[src/design/hpdma_pkg.sv]
// ==========================================================
// Constants for the DMA host port
package hpdma_pkg;
  // ========================================================
  // Register byte offsets
  localparam logic [7:0] HPDMA_OFF_HOST_CTRL = 8'h00;
  localparam logic [7:0] HPDMA_OFF_CORE_CTRL = 8'h04;
  localparam logic [7:0] HPDMA_OFF_STATUS = 8'h08;
  localparam logic [7:0] HPDMA_OFF_TX_WORD = 8'h0C;
  localparam logic [7:0] HPDMA_OFF_RX_WORD = 8'h10;
  // ========================================================
  // host_irq_control field positions
  localparam int HPDMA_BIT_RX_REQ = 0;
  localparam int HPDMA_BIT_TX_REQ = 1;
  localparam int HPDMA_BIT_INIT = 3;
  localparam int HPDMA_BIT_WS0 = 5;
  localparam int HPDMA_BIT_WS1 = 6;
  // core control field positions
  localparam int HPDMA_BIT_RX_IE = 0;
  localparam int HPDMA_BIT_TX_IE = 1;
  // ========================================================
  // Host byte addresses
  localparam logic [2:0] HPDMA_ADDR_HIGH = 3'h5;
  localparam logic [2:0] HPDMA_ADDR_MID = 3'h6;
  localparam logic [2:0] HPDMA_ADDR_LOW = 3'h7;
  // ========================================================
  // Values after reset, and the synchroniser width
  localparam logic HPDMA_RST_CORE_TX_EMPTY = 1'b1;
  localparam logic HPDMA_RST_HOST_TX_EMPTY = 1'b1;
  localparam logic HPDMA_RST_FULL = 1'b0;
  localparam logic [2:0] HPDMA_RST_CNT = 3'h7;
  localparam logic [23:0] HPDMA_RST_WORD = 24'h000000;
  localparam logic [7:0] HPDMA_RST_BYTE = 8'h00;
  localparam int HPDMA_SYNC_W = 9;
endpackage : hpdma_pkg

[src/design/hpdma_sync.sv]
`timescale 1ns/1ps
// ==========================================================
// Two flip-flop synchroniser
module hpdma_sync #(
  parameter int WIDTH = 1
) (
  input wire logic pclk,
  input wire logic presetn,
  input wire logic [WIDTH-1:0] async_in,
  output logic [WIDTH-1:0] sync_out
);
  logic [WIDTH-1:0] meta;

  always_ff @(posedge pclk or negedge presetn) begin
    if (!presetn) begin
      meta <= '1;
      sync_out <= '1;
    end else begin
      meta <= async_in;
      sync_out <= meta;
    end
  end
endmodule : hpdma_sync

[src/design/hpdma_top.sv]
// Added by the designer: the APB slave port and the register addresses.
`timescale 1ns/1ps
// Function
// Transmit exception while tx empty and enabled
// Copy tx word into receive bytes
// Copy re-empties tx word, exception again
// Receive full loads counter, asserts request
// Acknowledge drops request, byte driven out
// Byte taken: not low, step and re-request
// Low byte read clears full, copy again
// Each copy reloads counter from word size
// Host starts host-to-core with init write
// Host-to-core request right after init
// Full transmit bytes go to core word
// Host enables core receive exception
// Host avoids transmit bytes during transfer
// Host ends host-to-core by clearing bits
// Host starts core-to-host with init write
// Exception raised as soon as enabled
// Host avoids receive bytes during transfer
// Host ends core-to-host by clearing bits
// Host reads receive bytes only when full
// Host writes transmit bytes only when empty
// Host reads flag pair twice
// Host changes vector only without command
// Acknowledge release latches byte, step counter
// Synchronise acknowledge and bus to pclk
module hpdma_top
  import hpdma_pkg::*;
(
  input wire logic pclk,
  input wire logic presetn,
  input wire logic psel,
  input wire logic penable,
  input wire logic pwrite,
  input wire logic [7:0] paddr,
  input wire logic [31:0] pwdata,
  output logic [31:0] prdata,
  output logic pready,
  output logic pslverr,
  input wire logic dma_acknowledge_n,
  output logic dma_request_n,
  input wire logic [7:0] host_byte_bus_in,
  output logic [7:0] host_byte_bus_out,
  output logic host_byte_bus_oe,
  output logic core_tx_irq,
  output logic core_rx_irq
);
  // ========================================================
  // Helpers
  function automatic logic [2:0] load_addr(input logic [1:0] ws);
    case (ws)
      2'h3: load_addr = HPDMA_ADDR_HIGH;
      2'h2: load_addr = HPDMA_ADDR_MID;
      default: load_addr = HPDMA_ADDR_LOW;
    endcase
  endfunction : load_addr

  function automatic logic [1:0] byte_idx(input logic [2:0] addr);
    byte_idx = 2'(addr - HPDMA_ADDR_HIGH);
  endfunction : byte_idx

  // ========================================================
  // State
  logic rx_request_sel, tx_request_sel, word_size_bit0, word_size_bit1;
  logic init_pend, core_tx_irq_en, core_rx_irq_en;
  logic core_tx_empty, core_rx_full, host_rx_full, host_tx_empty;
  logic [23:0] core_tx_word, core_rx_word;
  logic [7:0] rx_byte [0:2];
  logic [7:0] tx_byte [0:2];
  logic [2:0] cnt;
  logic req, ack_d;
  logic [7:0] bus_hold;
  logic [8:0] sync_q;
  logic ack_s;
  logic [7:0] bus_s;

  // ========================================================
  // Pin synchronisation
  hpdma_sync #(.WIDTH(HPDMA_SYNC_W)) u_sync (
    .pclk(pclk),
    .presetn(presetn),
    .async_in({dma_acknowledge_n, host_byte_bus_in}),
    .sync_out(sync_q)
  );
  assign ack_s = sync_q[8];
  assign bus_s = sync_q[7:0];

  // ========================================================
  // Decode
  wire [1:0] ws = {word_size_bit1, word_size_bit0};
  wire dma_on = (ws != 2'h0);
  wire dir_d2h = dma_on & rx_request_sel & ~tx_request_sel;
  wire dir_h2d = dma_on & tx_request_sel & ~rx_request_sel;
  wire setup = psel & ~penable;
  wire access = psel & penable;
  wire wr_ctrl = access & pwrite & (paddr == HPDMA_OFF_HOST_CTRL);
  wire wr_cctl = access & pwrite & (paddr == HPDMA_OFF_CORE_CTRL);
  wire wr_tx = access & pwrite & (paddr == HPDMA_OFF_TX_WORD);
  wire rd_rx = access & ~pwrite & (paddr == HPDMA_OFF_RX_WORD);
  wire mapped = (paddr == HPDMA_OFF_HOST_CTRL) | (paddr == HPDMA_OFF_CORE_CTRL) |
                (paddr == HPDMA_OFF_STATUS) | (paddr == HPDMA_OFF_TX_WORD) |
                (paddr == HPDMA_OFF_RX_WORD);
  wire ack_fall = ack_d & ~ack_s;
  wire ack_rise = ~ack_d & ack_s;
  wire last = (cnt == HPDMA_ADDR_LOW);
  wire [1:0] idx = byte_idx(cnt);
  // A core write in the same cycle holds the copy off, so the pending word is overwritten and the new word is copied
  wire copy_d2h = dir_d2h & ~host_rx_full & ~core_tx_empty & ~wr_tx;
  wire d2h_step = dir_d2h & ack_rise & ~last;
  wire d2h_done = dir_d2h & ack_rise & last;
  wire h2d_step = dir_h2d & ack_rise & ~last;
  wire h2d_done = dir_h2d & ack_rise & last;
  wire h2d_xfer = dir_h2d & ~host_tx_empty & ~core_rx_full;
  wire [23:0] tx_assembled = {tx_byte[0], tx_byte[1], tx_byte[2]};

  wire [31:0] ctrl_rd = 32'({word_size_bit1, word_size_bit0, 1'b0, init_pend, 1'b0, tx_request_sel,
                             rx_request_sel});
  wire [31:0] stat_rd = 32'({cnt, ~dma_request_n, host_tx_empty, host_rx_full, core_tx_empty,
                             core_rx_full});
  wire [31:0] rd_mux = (paddr == HPDMA_OFF_HOST_CTRL) ? ctrl_rd :
                       (paddr == HPDMA_OFF_CORE_CTRL) ? 32'({core_tx_irq_en, core_rx_irq_en}) :
                       (paddr == HPDMA_OFF_STATUS) ? stat_rd :
                       (paddr == HPDMA_OFF_RX_WORD) ? 32'(core_rx_word) : 32'h00000000;

  assign pready = 1'b1;
  assign core_tx_irq = core_tx_empty & core_tx_irq_en;
  assign core_rx_irq = core_rx_full & core_rx_irq_en;
  assign dma_request_n = ~req;
  assign host_byte_bus_oe = dir_d2h & ~ack_s & ~ack_d;

  // ========================================================
  // APB registers
  always_ff @(posedge pclk or negedge presetn) begin
    if (!presetn) begin
      prdata <= 32'h00000000;
      pslverr <= 1'b0;
    end else if (setup) begin
      prdata <= pwrite ? 32'h00000000 : rd_mux;
      pslverr <= ~mapped;
    end
  end

  always_ff @(posedge pclk or negedge presetn) begin
    if (!presetn) begin
      {word_size_bit1, word_size_bit0, tx_request_sel, rx_request_sel} <= 4'h0;
      init_pend <= 1'b0;
    end else begin
      init_pend <= wr_ctrl & pwdata[HPDMA_BIT_INIT];
      if (wr_ctrl) begin
        word_size_bit1 <= pwdata[HPDMA_BIT_WS1];
        word_size_bit0 <= pwdata[HPDMA_BIT_WS0];
        tx_request_sel <= pwdata[HPDMA_BIT_TX_REQ];
        rx_request_sel <= pwdata[HPDMA_BIT_RX_REQ];
      end
    end
  end

  always_ff @(posedge pclk or negedge presetn) begin
    if (!presetn) begin
      core_tx_irq_en <= 1'b0;
      core_rx_irq_en <= 1'b0;
      core_tx_word <= HPDMA_RST_WORD;
    end else begin
      if (wr_cctl) begin
        core_tx_irq_en <= pwdata[HPDMA_BIT_TX_IE];
        core_rx_irq_en <= pwdata[HPDMA_BIT_RX_IE];
      end
      if (wr_tx) begin
        core_tx_word <= pwdata[23:0];
      end
    end
  end

  // ========================================================
  // Flags
  always_ff @(posedge pclk or negedge presetn) begin
    if (!presetn) begin
      core_tx_empty <= HPDMA_RST_CORE_TX_EMPTY;
      host_rx_full <= HPDMA_RST_FULL;
    end else begin
      if (copy_d2h) begin
        core_tx_empty <= 1'b1;
      end else if (wr_tx) begin
        core_tx_empty <= 1'b0;
      end
      if (init_pend) begin
        host_rx_full <= 1'b0;
      end else if (copy_d2h) begin
        host_rx_full <= 1'b1;
      end else if (d2h_done) begin
        host_rx_full <= 1'b0;
      end
    end
  end

  always_ff @(posedge pclk or negedge presetn) begin
    if (!presetn) begin
      host_tx_empty <= HPDMA_RST_HOST_TX_EMPTY;
      core_rx_full <= HPDMA_RST_FULL;
      core_rx_word <= HPDMA_RST_WORD;
    end else begin
      if (init_pend || h2d_xfer) begin
        host_tx_empty <= 1'b1;
      end else if (h2d_done) begin
        host_tx_empty <= 1'b0;
      end
      if (h2d_xfer) begin
        core_rx_full <= 1'b1;
        core_rx_word <= tx_assembled;
      end else if (rd_rx) begin
        core_rx_full <= 1'b0;
      end
    end
  end

  // ========================================================
  // Byte counter and request
  always_ff @(posedge pclk or negedge presetn) begin
    if (!presetn) begin
      cnt <= HPDMA_RST_CNT;
    end else if (init_pend || copy_d2h || h2d_done) begin
      cnt <= load_addr(ws);
    end else if (d2h_step || h2d_step) begin
      cnt <= 3'(cnt + 3'h1);
    end
  end

  always_ff @(posedge pclk or negedge presetn) begin
    if (!presetn) begin
      req <= 1'b0;
      ack_d <= 1'b1;
    end else begin
      ack_d <= ack_s;
      if (!dma_on) begin
        req <= 1'b0;
      end else if (init_pend) begin
        req <= dir_h2d;
      end else if (ack_fall) begin
        req <= 1'b0;
      end else if (copy_d2h || d2h_step || h2d_step || h2d_xfer) begin
        req <= 1'b1;
      end
    end
  end

  // ========================================================
  // Byte registers
  genvar gi;
  generate
    for (gi = 0; gi < 3; gi++) begin : g_bytes
      always_ff @(posedge pclk or negedge presetn) begin
        if (!presetn) begin
          rx_byte[gi] <= HPDMA_RST_BYTE;
          tx_byte[gi] <= HPDMA_RST_BYTE;
        end else begin
          if (copy_d2h) begin
            rx_byte[gi] <= core_tx_word[23-8*gi -: 8];
          end
          if (dir_h2d && ack_rise && idx == 2'(gi)) begin
            tx_byte[gi] <= bus_hold;
          end
        end
      end
    end
  endgenerate

  always_ff @(posedge pclk or negedge presetn) begin
    if (!presetn) begin
      bus_hold <= HPDMA_RST_BYTE;
      host_byte_bus_out <= HPDMA_RST_BYTE;
    end else begin
      if (!ack_s) begin
        bus_hold <= bus_s;
      end
      if (dir_d2h && ack_fall) begin
        host_byte_bus_out <= rx_byte[idx];
      end
    end
  end
endmodule : hpdma_top

[config.mk]
export PLATFORM = sky130hd
export DESIGN_NAME = hpdma_top
export DESIGN_NICKNAME = d
export VERILOG_FILES = /design/src/design/hpdma_pkg.sv /design/src/design/hpdma_sync.sv /design/src/design/hpdma_top.sv
export SDC_FILE = /design/constraint.sdc
export NUM_CORES = 1
export LEC_CHECK = 0
export BUFFER_PORTS_ARGS = -buffer_cell sky130_fd_sc_hd__buf_2
export CORE_MARGIN = 1.5
export CORE_UTILIZATION = 40
export CTS_CLUSTER_DIAMETER = 100
export DETAILED_ROUTE_END_ITERATION = 10
export SKIP_LAST_GASP = 1
export SYNTH_ARGS = -nofsm -noshare
export SYNTH_HDL_FRONTEND = slang
export SYNTH_SLANG_ARGS = --single-unit
[constraint.sdc]
create_clock -name pclk -period 4.5 [get_ports pclk]
set_input_delay 0.225 -clock pclk [delete_from_list [all_inputs] [get_ports pclk]]
set_output_delay 0.225 -clock pclk [all_outputs]
set_load 0.005 [all_outputs]
==> out/results.ini, run 1 <==
[global_route]
antenna_found_initial=0
grt_pass1_vias=4336
grt_start_max_net_pins=83
grt_pass1_wl_um=22080
grt_overflow=0
track_usage=0.1561

[layout]
antenna_cells=0
utilization=0.4835
layout.nets=674
area_growth_pct=19.28
drive_above_1_share=0.3895
nFillCells=1561
fin_cells=854

[power]
power_density_nw_per_um2=394.1
p_leak_uw=0.004186
ir_drop_mv=0.2694

[timing]
setup-tns-final_ns=0
finalHoldViolCount=0
worst_slew_pin_slew_ns=0.8740
period_share=0.4855
slew_violations=0
finalCriticalPeriod_ns=2.185
grt_setup_unrepaired=no
finClkSkew_ns=0.007414
setup_viol=0
slew_headroom=0.4129
fmax_mhz=457.7

[logic_synthesis]
synth_top_area_cell=dfrtp_1
synth_edf_count=0
synthCells=523
ys_warn_count=0
async_flop_share=1.000
yosysMostFrequentCell=dfrtp_1
synth_common_cells=dfrtp_1 (147), nand2_1 (93), mux2_2 (75)
synth_top_area_share=0.5284
ys_ff_latch=171
yosys-top-cells-area=dfrtp_1 (53%), mux2_2 (12%), dfstp_2 (9.1%), nand2_1 (5.0%), mux2_4 (4.3%)
syn_area_per_cell_um2=13.31
synth.distinct_cells=42
ys_seq_area_frac=0.6190
syn_area_um2=6962
ys.flop_type=dfrtp_1

[die]
initial_core_util=0.4053
dieHeight_um=134.9
core_area_um2=17180
die-area_um2=18200
die_w_um=134.9
ioPinCount=100
num_rows=48

[flow_run]
maxCapViolCount=0

[setup_path]
required_ns=4.81
r2r_start=cnt[0]
end_kind=register
r2r_slack_ns=2.32
crit_fanout=14
rr_endpoint=host_byte_bus_out[5]
ff2ff_path_depth=6
critPathLaunch=cnt[0]
critPathArrivalTime_ns=2.50
path_class=register to register
start_kind=register
endpoint=host_byte_bus_out[5]

[placement]
post-place-cells=812
dpl.hpwl_um=9289
port_buffers=82
gp_congestion=0.8498

[min_path]
hold_class=primary input to register

[detailed_routing]
drc=0
post_drt_wl_per_cell_um=15.52
vias=4249
drt-initial-drc-count=196
ant_nets=0
drt_wl_total_um=13260
vias_per_cell=4.975
firstDrtPassIters=4

[clock_tree]
post_cts_buffers=0
htree_levels=4
cts_buffers=17
clock-sinks=171
cts-root-buf=clkbuf_16
cts_tree=built
clk-insertion-delay-late_ns=0.42
clk_pin_slew_ns=0.07
cts_buffer_depth=2

[status]
status=complete, no violations

[sequential cells by signal (all words and copies together), names as in the netlist, 3 cells and up]
| name | count |
|---|---|
| u_sync.meta | 9 |
| bus_hold | 8 |
| core_rx_word | 24 |
| core_tx_word | 24 |
| u_sync.sync_out | 9 |
| host_byte_bus_out | 8 |
| prdata | 24 |
| rx_byte | 24 |
| cnt | 3 |
| tx_assembled | 24 |
[worst min-delay path by stage]
| stage | start | endpoint | slack [ns] | cells past startpoint |
|---|---|---|---|---|
| floorplan | presetn | bus_hold[0] | -0.07 | 0 |
| global placement | presetn | bus_hold[3] | 0.32 | 1 |
| detailed placement | presetn | bus_hold[3] | 0.33 | 1 |
| CTS | pwdata[21] | core_tx_word[21] | 0.02 | 2 |
| global route | pwdata[11] | core_tx_word[11] | 0.01 | 2 |
| finish | pwdata[21] | core_tx_word[21] | 0.03 | 2 |
[cell families after synthesis]
| kind of cell | synth area share |
|---|---|
| adder cells (fa/ha/maj) | 0.007189 |
| flip-flops | 0.6190 |
| AND/OR/NAND/NOR | 0.1014 |
| AO/OA/AOI/OAI | 0.05518 |
| multiplexers | 0.1846 |
| other | 0.001079 |
| buffers and inverters | 0.03037 |
| XOR/XNOR | 0.001258 |
[layer usage]
layer  wire (um)  vias to the layer above  share of wire  GRT usage
li1            -                     2003              -          -
met1        6262                     2124           0.47     0.2086
met2        6208                      103           0.47     0.2459
met3         553                       19          0.042    0.04054
met4         231                        0          0.017    0.05795
met5           0                        -              0          0
[cell type report]
| type | count | area (um2) | share of cell area |
|---|---|---|---|
| multi-input cells | 320 | 2474 | 0.2979 |
| clock buffers | 19 | 442.9 | 0.05334 |
| repair buffers | 98 | 561.8 | 0.06765 |
| clock inverters | 13 | 205.2 | 0.02471 |
| well taps | 225 | 281.5 | 0.03390 |
| flip-flops and latches | 171 | 4309 | 0.5189 |
| inverters | 8 | 30.03 | 0.003616 |
[through the flow]
stage	hold slack [ns]	setup WS (ns)	power [uW]	cell area (um2)
after floorplan	-0.07059	2.190	1650	6988
after global placement	0.3185	2.072	1711	7556
after detailed placement	0.3308	2.051	1715	7556
after CTS	0.01639	2.290	3311	8304
after global routing	0.01003	2.185	3400	8304
final	0.02906	2.315	3273	8304
[critical path, stage by stage (launching register included)]
cell	delay [ns]
dfstp_2	0.79
inv_1	0.08
ha_1	0.44
and2_1	0.29
nand2_1	0.11
o21ai_0	0.09
mux2_2	0.28
[placed cells by master (no fill, tap or decap), types with 4 or more instances in the layout]
cell and count:
buf_2 81, dfstp_2 24, nor3_1 5, ha_1 4
nor2b_1 6, dlygate4sd3_1 10, mux2_4 20, bufinv_16 4
a22oi_1 4, mux2i_1 14, inv_6 5, conb_1 9
o21ai_0 13, buf_4 6, mux2_2 75, nor2_1 8
a22o_1 16, nand3_1 6, dfrtp_1 147, clkbuf_16 17
and2_1 4, nand2_1 93, inv_1 8, nand2b_1 7
[power breakdown]
group / internal [uW] / switching [uW]
clock network: 960 / 623
logic: 41.3 / 63.4
registers: 1570 / 18.7
[repair_timing]
action | in CTS | in global routing
endpoints found under the hold margin | 69 | 0
hold buffers | 10 | 0
resized for setup | 0 | 0
endpoints found under the setup margin | 0 | 0
Note: power is estimated with default switching activity, not from simulation.
==> inputs of run 2 (changes only) <==
- clock period: 4.5 -> 1.8 ns (I/O delays scaled with it)
==> out/results.ini, run 2 (synthesis gave the netlist of run 1 again) <==
[die]
dieHeight_um=134.9
ioPinCount=100
die_w_um=134.9
num_rows=48
die-area_um2=18200
core_area_um2=17180
initial_core_util=0.4053

[layout]
regArea_um2=4309
drive_above_1_share=0.4319
design_area_um2=9066
multiInputGateArea_um2=2586
antenna_cells=0
nFillCells=1512
layout.nets=742
final_common_cell=dfrtp_1
area_growth_pct=30.23
mostFrequentLayoutCells=dfrtp_1 (147), nand2_1 (93), buf_2 (81)

[power]
p_clk_frac=0.448
switching_share=0.2375
power_density_nw_per_um2=859.6
power.share.sequential=0.508
power.share.combinational=0.045
internal-power_uw=5942
ir_drop_mv=0.7180
p_leak_uw=0.004545
p_sw_uw=1851

[setup_path]
rr_endpoint=cnt[1]
r2r_slack_ns=0.07
cp.buffers_inverters=2
start_kind=register
critPathArrivalTime_ns=2.08
required_ns=2.15
slowest_stage=dfrtp_1
path_class=register to register
path_delay_family=flip-flops
crit_fanout=6
critical_path.cell_chain=nand2b_4 > nand2b_4 > buf_4 > o41ai_2 > buf_4 > mux2_2
max_stage_delay_ns=0.38
ff2ff_path_depth=6
r2r_start=tx_request_sel
end_kind=register

[placement]
gp_congestion=0.8219
port_buffers=82
place_area_um2=8069
dpl.hpwl_um=9616

[detailed_routing]
vias_per_cell=4.866
drc=0
ant_nets=0
drt-initial-drc-count=226
firstDrtPassIters=4
vias=4486
drt_wl_total_um=13640
post_drt_wl_per_cell_um=14.80

[clock_tree]
cts-root-buf=clkbuf_16
htree_levels=4
cts_buffer_depth=2
cts_tree=built
clk_pin_slew_ns=0.07
clock-sinks=171
cts_buffers=17
clk-insertion-delay-late_ns=0.42

[timing]
fmax_mhz=579.2
period_share=0.9592
slew_violations=0
finalCriticalPeriod_ns=1.727
hold_slack_ns=0.02616
finClkSkew_ns=0.006654
finalHoldViolCount=0
setup_viol=0

[global_route]
grt_pass1_vias=4657
grt_overflow=0
grt_pass1_wl_um=22910
antenna_found_initial=0
track_usage=0.1621
grt_start_max_net_pins=54

[min_path]
hold_path_end=core_rx_full
min_path_cells=4
hold_class=primary input to register
min_from=penable

[status]
status=complete, no violations

[flow_run]
maxCapViolCount=0

-- run 2: cell types whose count changed in the layout (fill, tap and decap cells not counted), moves of 3 or more --
cell           delta
buf_4            +32
dlygate4sd3_1    +24
buf_12           +12
mux2_2            -6
mux2_4            +6
o21ai_0           -6
o21ai_1           +6
bufinv_16         -4
inv_6             -3
inv_8             +3
nand2b_1          -3
-- run 2: power by group through the flow --
stage	clock network [uW]	logic, uW	registers (uW)
floorplan	0	118	4010
global placement	0	285	4030
detailed placement	0	294	4030
CTS	3580	351	3960
global route	3780	389	3960
finish	3490	347	3960
-- run 2: worst max-delay path by stage --
stage                   startpoint          endpoint  cells after the start
global placement    tx_request_sel       rx_byte[10]                      5
global route        tx_request_sel            cnt[1]                      6
CTS                 word_size_bit1  tx_assembled[22]                      7
floorplan           tx_request_sel        rx_byte[0]                      6
finish              tx_request_sel            cnt[1]                      6
detailed placement        paddr[5]   core_tx_word[7]                      6
-- run 2: through the flow --
| stage | std cells | setup TNS, ns | power, uW | worst slack, ns | util |
|---|---|---|---|---|---|
| 2_1_floorplan | 530 | -3.370 | 4130 | -0.08653 | - |
| 3_3_place_gp | 853 | -4.462 | 4312 | -0.07344 | 0.4698 |
| 3_5_place_dp | 853 | -4.633 | 4322 | -0.07994 | 0.4698 |
| 4_1_cts | 919 | 0 | 7885 | 0.001230 | 0.5240 |
| 5_1_grt | 922 | -0.01412 | 8135 | -0.01412 | 0.5278 |
| 6_report | 922 | 0 | 7793 | 0.07337 | 0.5278 |
-- run 2: metal layers --
layer / part of all wire / track usage / routed length, um
met4: 0.013 / 0.06093 / 184
met2: 0.49 / 0.2618 / 6639
met3: 0.033 / 0.04017 / 452
met1: 0.47 / 0.2119 / 6365
met5: 0 / 0 / 0
-- run 2: final cells by class --
| class | instances | share of cell area |
|---|---|---|
| tap | 225 | 0.03105 |
| sequential | 171 | 0.4753 |
| clock inverter | 14 | 0.01490 |
| clock buffer | 18 | 0.04844 |
| multi-input combinational | 320 | 0.2853 |
| inverter | 8 | 0.003588 |
| timing repair buffer | 166 | 0.1415 |
-- run 2: tightest hold or removal path, stage by stage --
cell and delay [ns]:
buf_2 0.11, nand3_1 0.08, o31ai_1 0.07, nand2_1 0.06
-- run 2: timing repair --
item                                   4_1_cts  5_1_grt
setup buffers                                0        3
hold buffers                                34        0
endpoints found under the hold margin       84        0
pin swaps                                    1        1
resized for setup                            3        6
setup endpoints to repair                   25       53
==> inputs of run 3 (changes only) <==
- MAX_ROUTING_LAYER: default -> met4
==> out/results.ini, run 3 (synthesis gave the netlist of run 1 again) <==
[die]
die-area_um2=18200
core_area_um2=17180
initial_core_util=0.4053
die_w_um=134.9
ioPinCount=100
dieHeight_um=134.9
num_rows=48

[detailed_routing]
ant_nets=0
post_drt_wl_per_cell_um=14.82
drt-initial-drc-count=268
drt_wl_total_um=13670
vias_per_cell=4.864
vias=4485
drc=0
firstDrtPassIters=4

[layout]
area_growth_pct=29.74
regArea_um2=4309
design_area_um2=9032
fin_cells=922
multiInputGateArea_um2=2552
antenna_cells=0
final_common_cell=dfrtp_1
nFillCells=1522
layout.nets=742
drive_above_1_share=0.4319
utilization=0.5259
mostFrequentLayoutCells=dfrtp_1 (147), nand2_1 (93), buf_2 (81)

[clock_tree]
clk_pin_slew_ns=0.07
cts_buffers=17
clock-sinks=171
htree_levels=4
cts-root-buf=clkbuf_16
cts_tree=built
cts_buffer_depth=2
clk-insertion-delay-late_ns=0.43

[power]
p_leak_uw=0.004542
power_density_nw_per_um2=862.8
ir_drop_mv=0.7165

[setup_path]
crit_fanout=4
slowest_stage=dfstp_2
required_ns=2.16
critPathArrivalTime_ns=2.14
start_kind=register
r2r_start=cnt[0]
end_kind=register
path_class=register to register
r2r_slack_ns=0.02
rr_endpoint=cnt[1]
critical_path.cell_chain=ha_1 > ha_2 > a41oi_2 > o41ai_2 > buf_4 > mux2_2
max_stage_delay_ns=0.54
ff2ff_path_depth=6

[timing]
finClkSkew_ns=0.01062
slew_headroom=0.6199
setup-tns-final_ns=0
worst_slew_pin_slew_ns=0.5691
slew_violations=0
setup_viol=0
finalHoldViolCount=0
period_share=0.9909
grt_setup_unrepaired=yes
fmax_mhz=560.6
worst_slack_ns=0.01633
finalCriticalPeriod_ns=1.784

[placement]
gp_congestion=0.8342
post-place-cells=853
dpl.hpwl_um=9616
place_area_um2=8069
port_buffers=82
pre_cts_ws_ns=-0.07994

[min_path]
hold_class=primary input to register
min_from=penable
hold_path_end=core_rx_full
min_path_cells=4

[global_route]
antenna_found_initial=0
grt_overflow=0
track_usage=0.1672
grt_pass1_wl_um=22930
grt_start_max_net_pins=54
grt_pass1_vias=4649

[flow_run]
maxCapViolCount=0

[status]
status=complete, no violations

==> run 3: worst max path at each step <==
stage	startpoint	end	slack, ns	cells past startpoint
2_1_floorplan	tx_request_sel	rx_byte[0]	-0.09	6
5_1_grt	cnt[0]	cnt[1]	-0.05	6
6_report	cnt[0]	cnt[1]	0.02	6
4_1_cts	word_size_bit1	tx_assembled[22]	0.001	7
3_3_place_gp	tx_request_sel	rx_byte[10]	-0.07	5
3_5_place_dp	paddr[5]	core_tx_word[7]	-0.08	6
==> run 3: worst max-delay path, delay by kind of cell, from the launching register on <==
kind / cells / cell delay, ns
AOI/OAI and AO/OA: 2 / 0.25
adders and majority gates: 2 / 0.42
buffers and inverters: 1 / 0.19
DFF: 1 / 0.54
muxes: 1 / 0.32
==> run 3: area by class of cell <==
cell class                      instances  area share
Clock buffer                           18     0.04862
Multi-Input combinational cell        320      0.2826
Sequential cell                       171      0.4771
Inverter                                8    0.003602
Clock inverter                         14     0.01496
Tap cell                              225     0.03117
Timing Repair Buffer                  166      0.1420
==> run 3: repair_timing <==
| action | CTS | global route |
|---|---|---|
| setup buffers | 0 | 3 |
| pin swaps | 1 | 1 |
| hold buffers | 34 | 0 |
| hold endpoints to repair | 84 | 0 |
| setup endpoints to repair | 25 | 53 |
| resized for setup | 3 | 3 |
==> run 3: metrics by stage <==
step	total power, uW	hold slack, ns
after floorplan	4130	-0.2056
after global placement	4312	0.06765
after detailed placement	4322	0.08316
after CTS	7885	0.01769
after global routing	8134	0.04670
final	7793	0.03222
==> run 3: power by group <==
part           internal [uW]  switching, uW  total, uW  leakage, uW
clock                   1860           1630       3490     0.000278
combinational            165            180        345      0.00199
sequential              3920           40.9       3960      0.00227
==> run 3: layer usage <==
metal / track usage / vias to the layer above / wire length (um)
li1: - / 2139 / -
met1: 0.2129 / 2229 / 6417
met2: 0.2618 / 101 / 6598
met5: - / - / 0
met3: 0.03941 / 16 / 490
met4: 0.06093 / 0 / 161
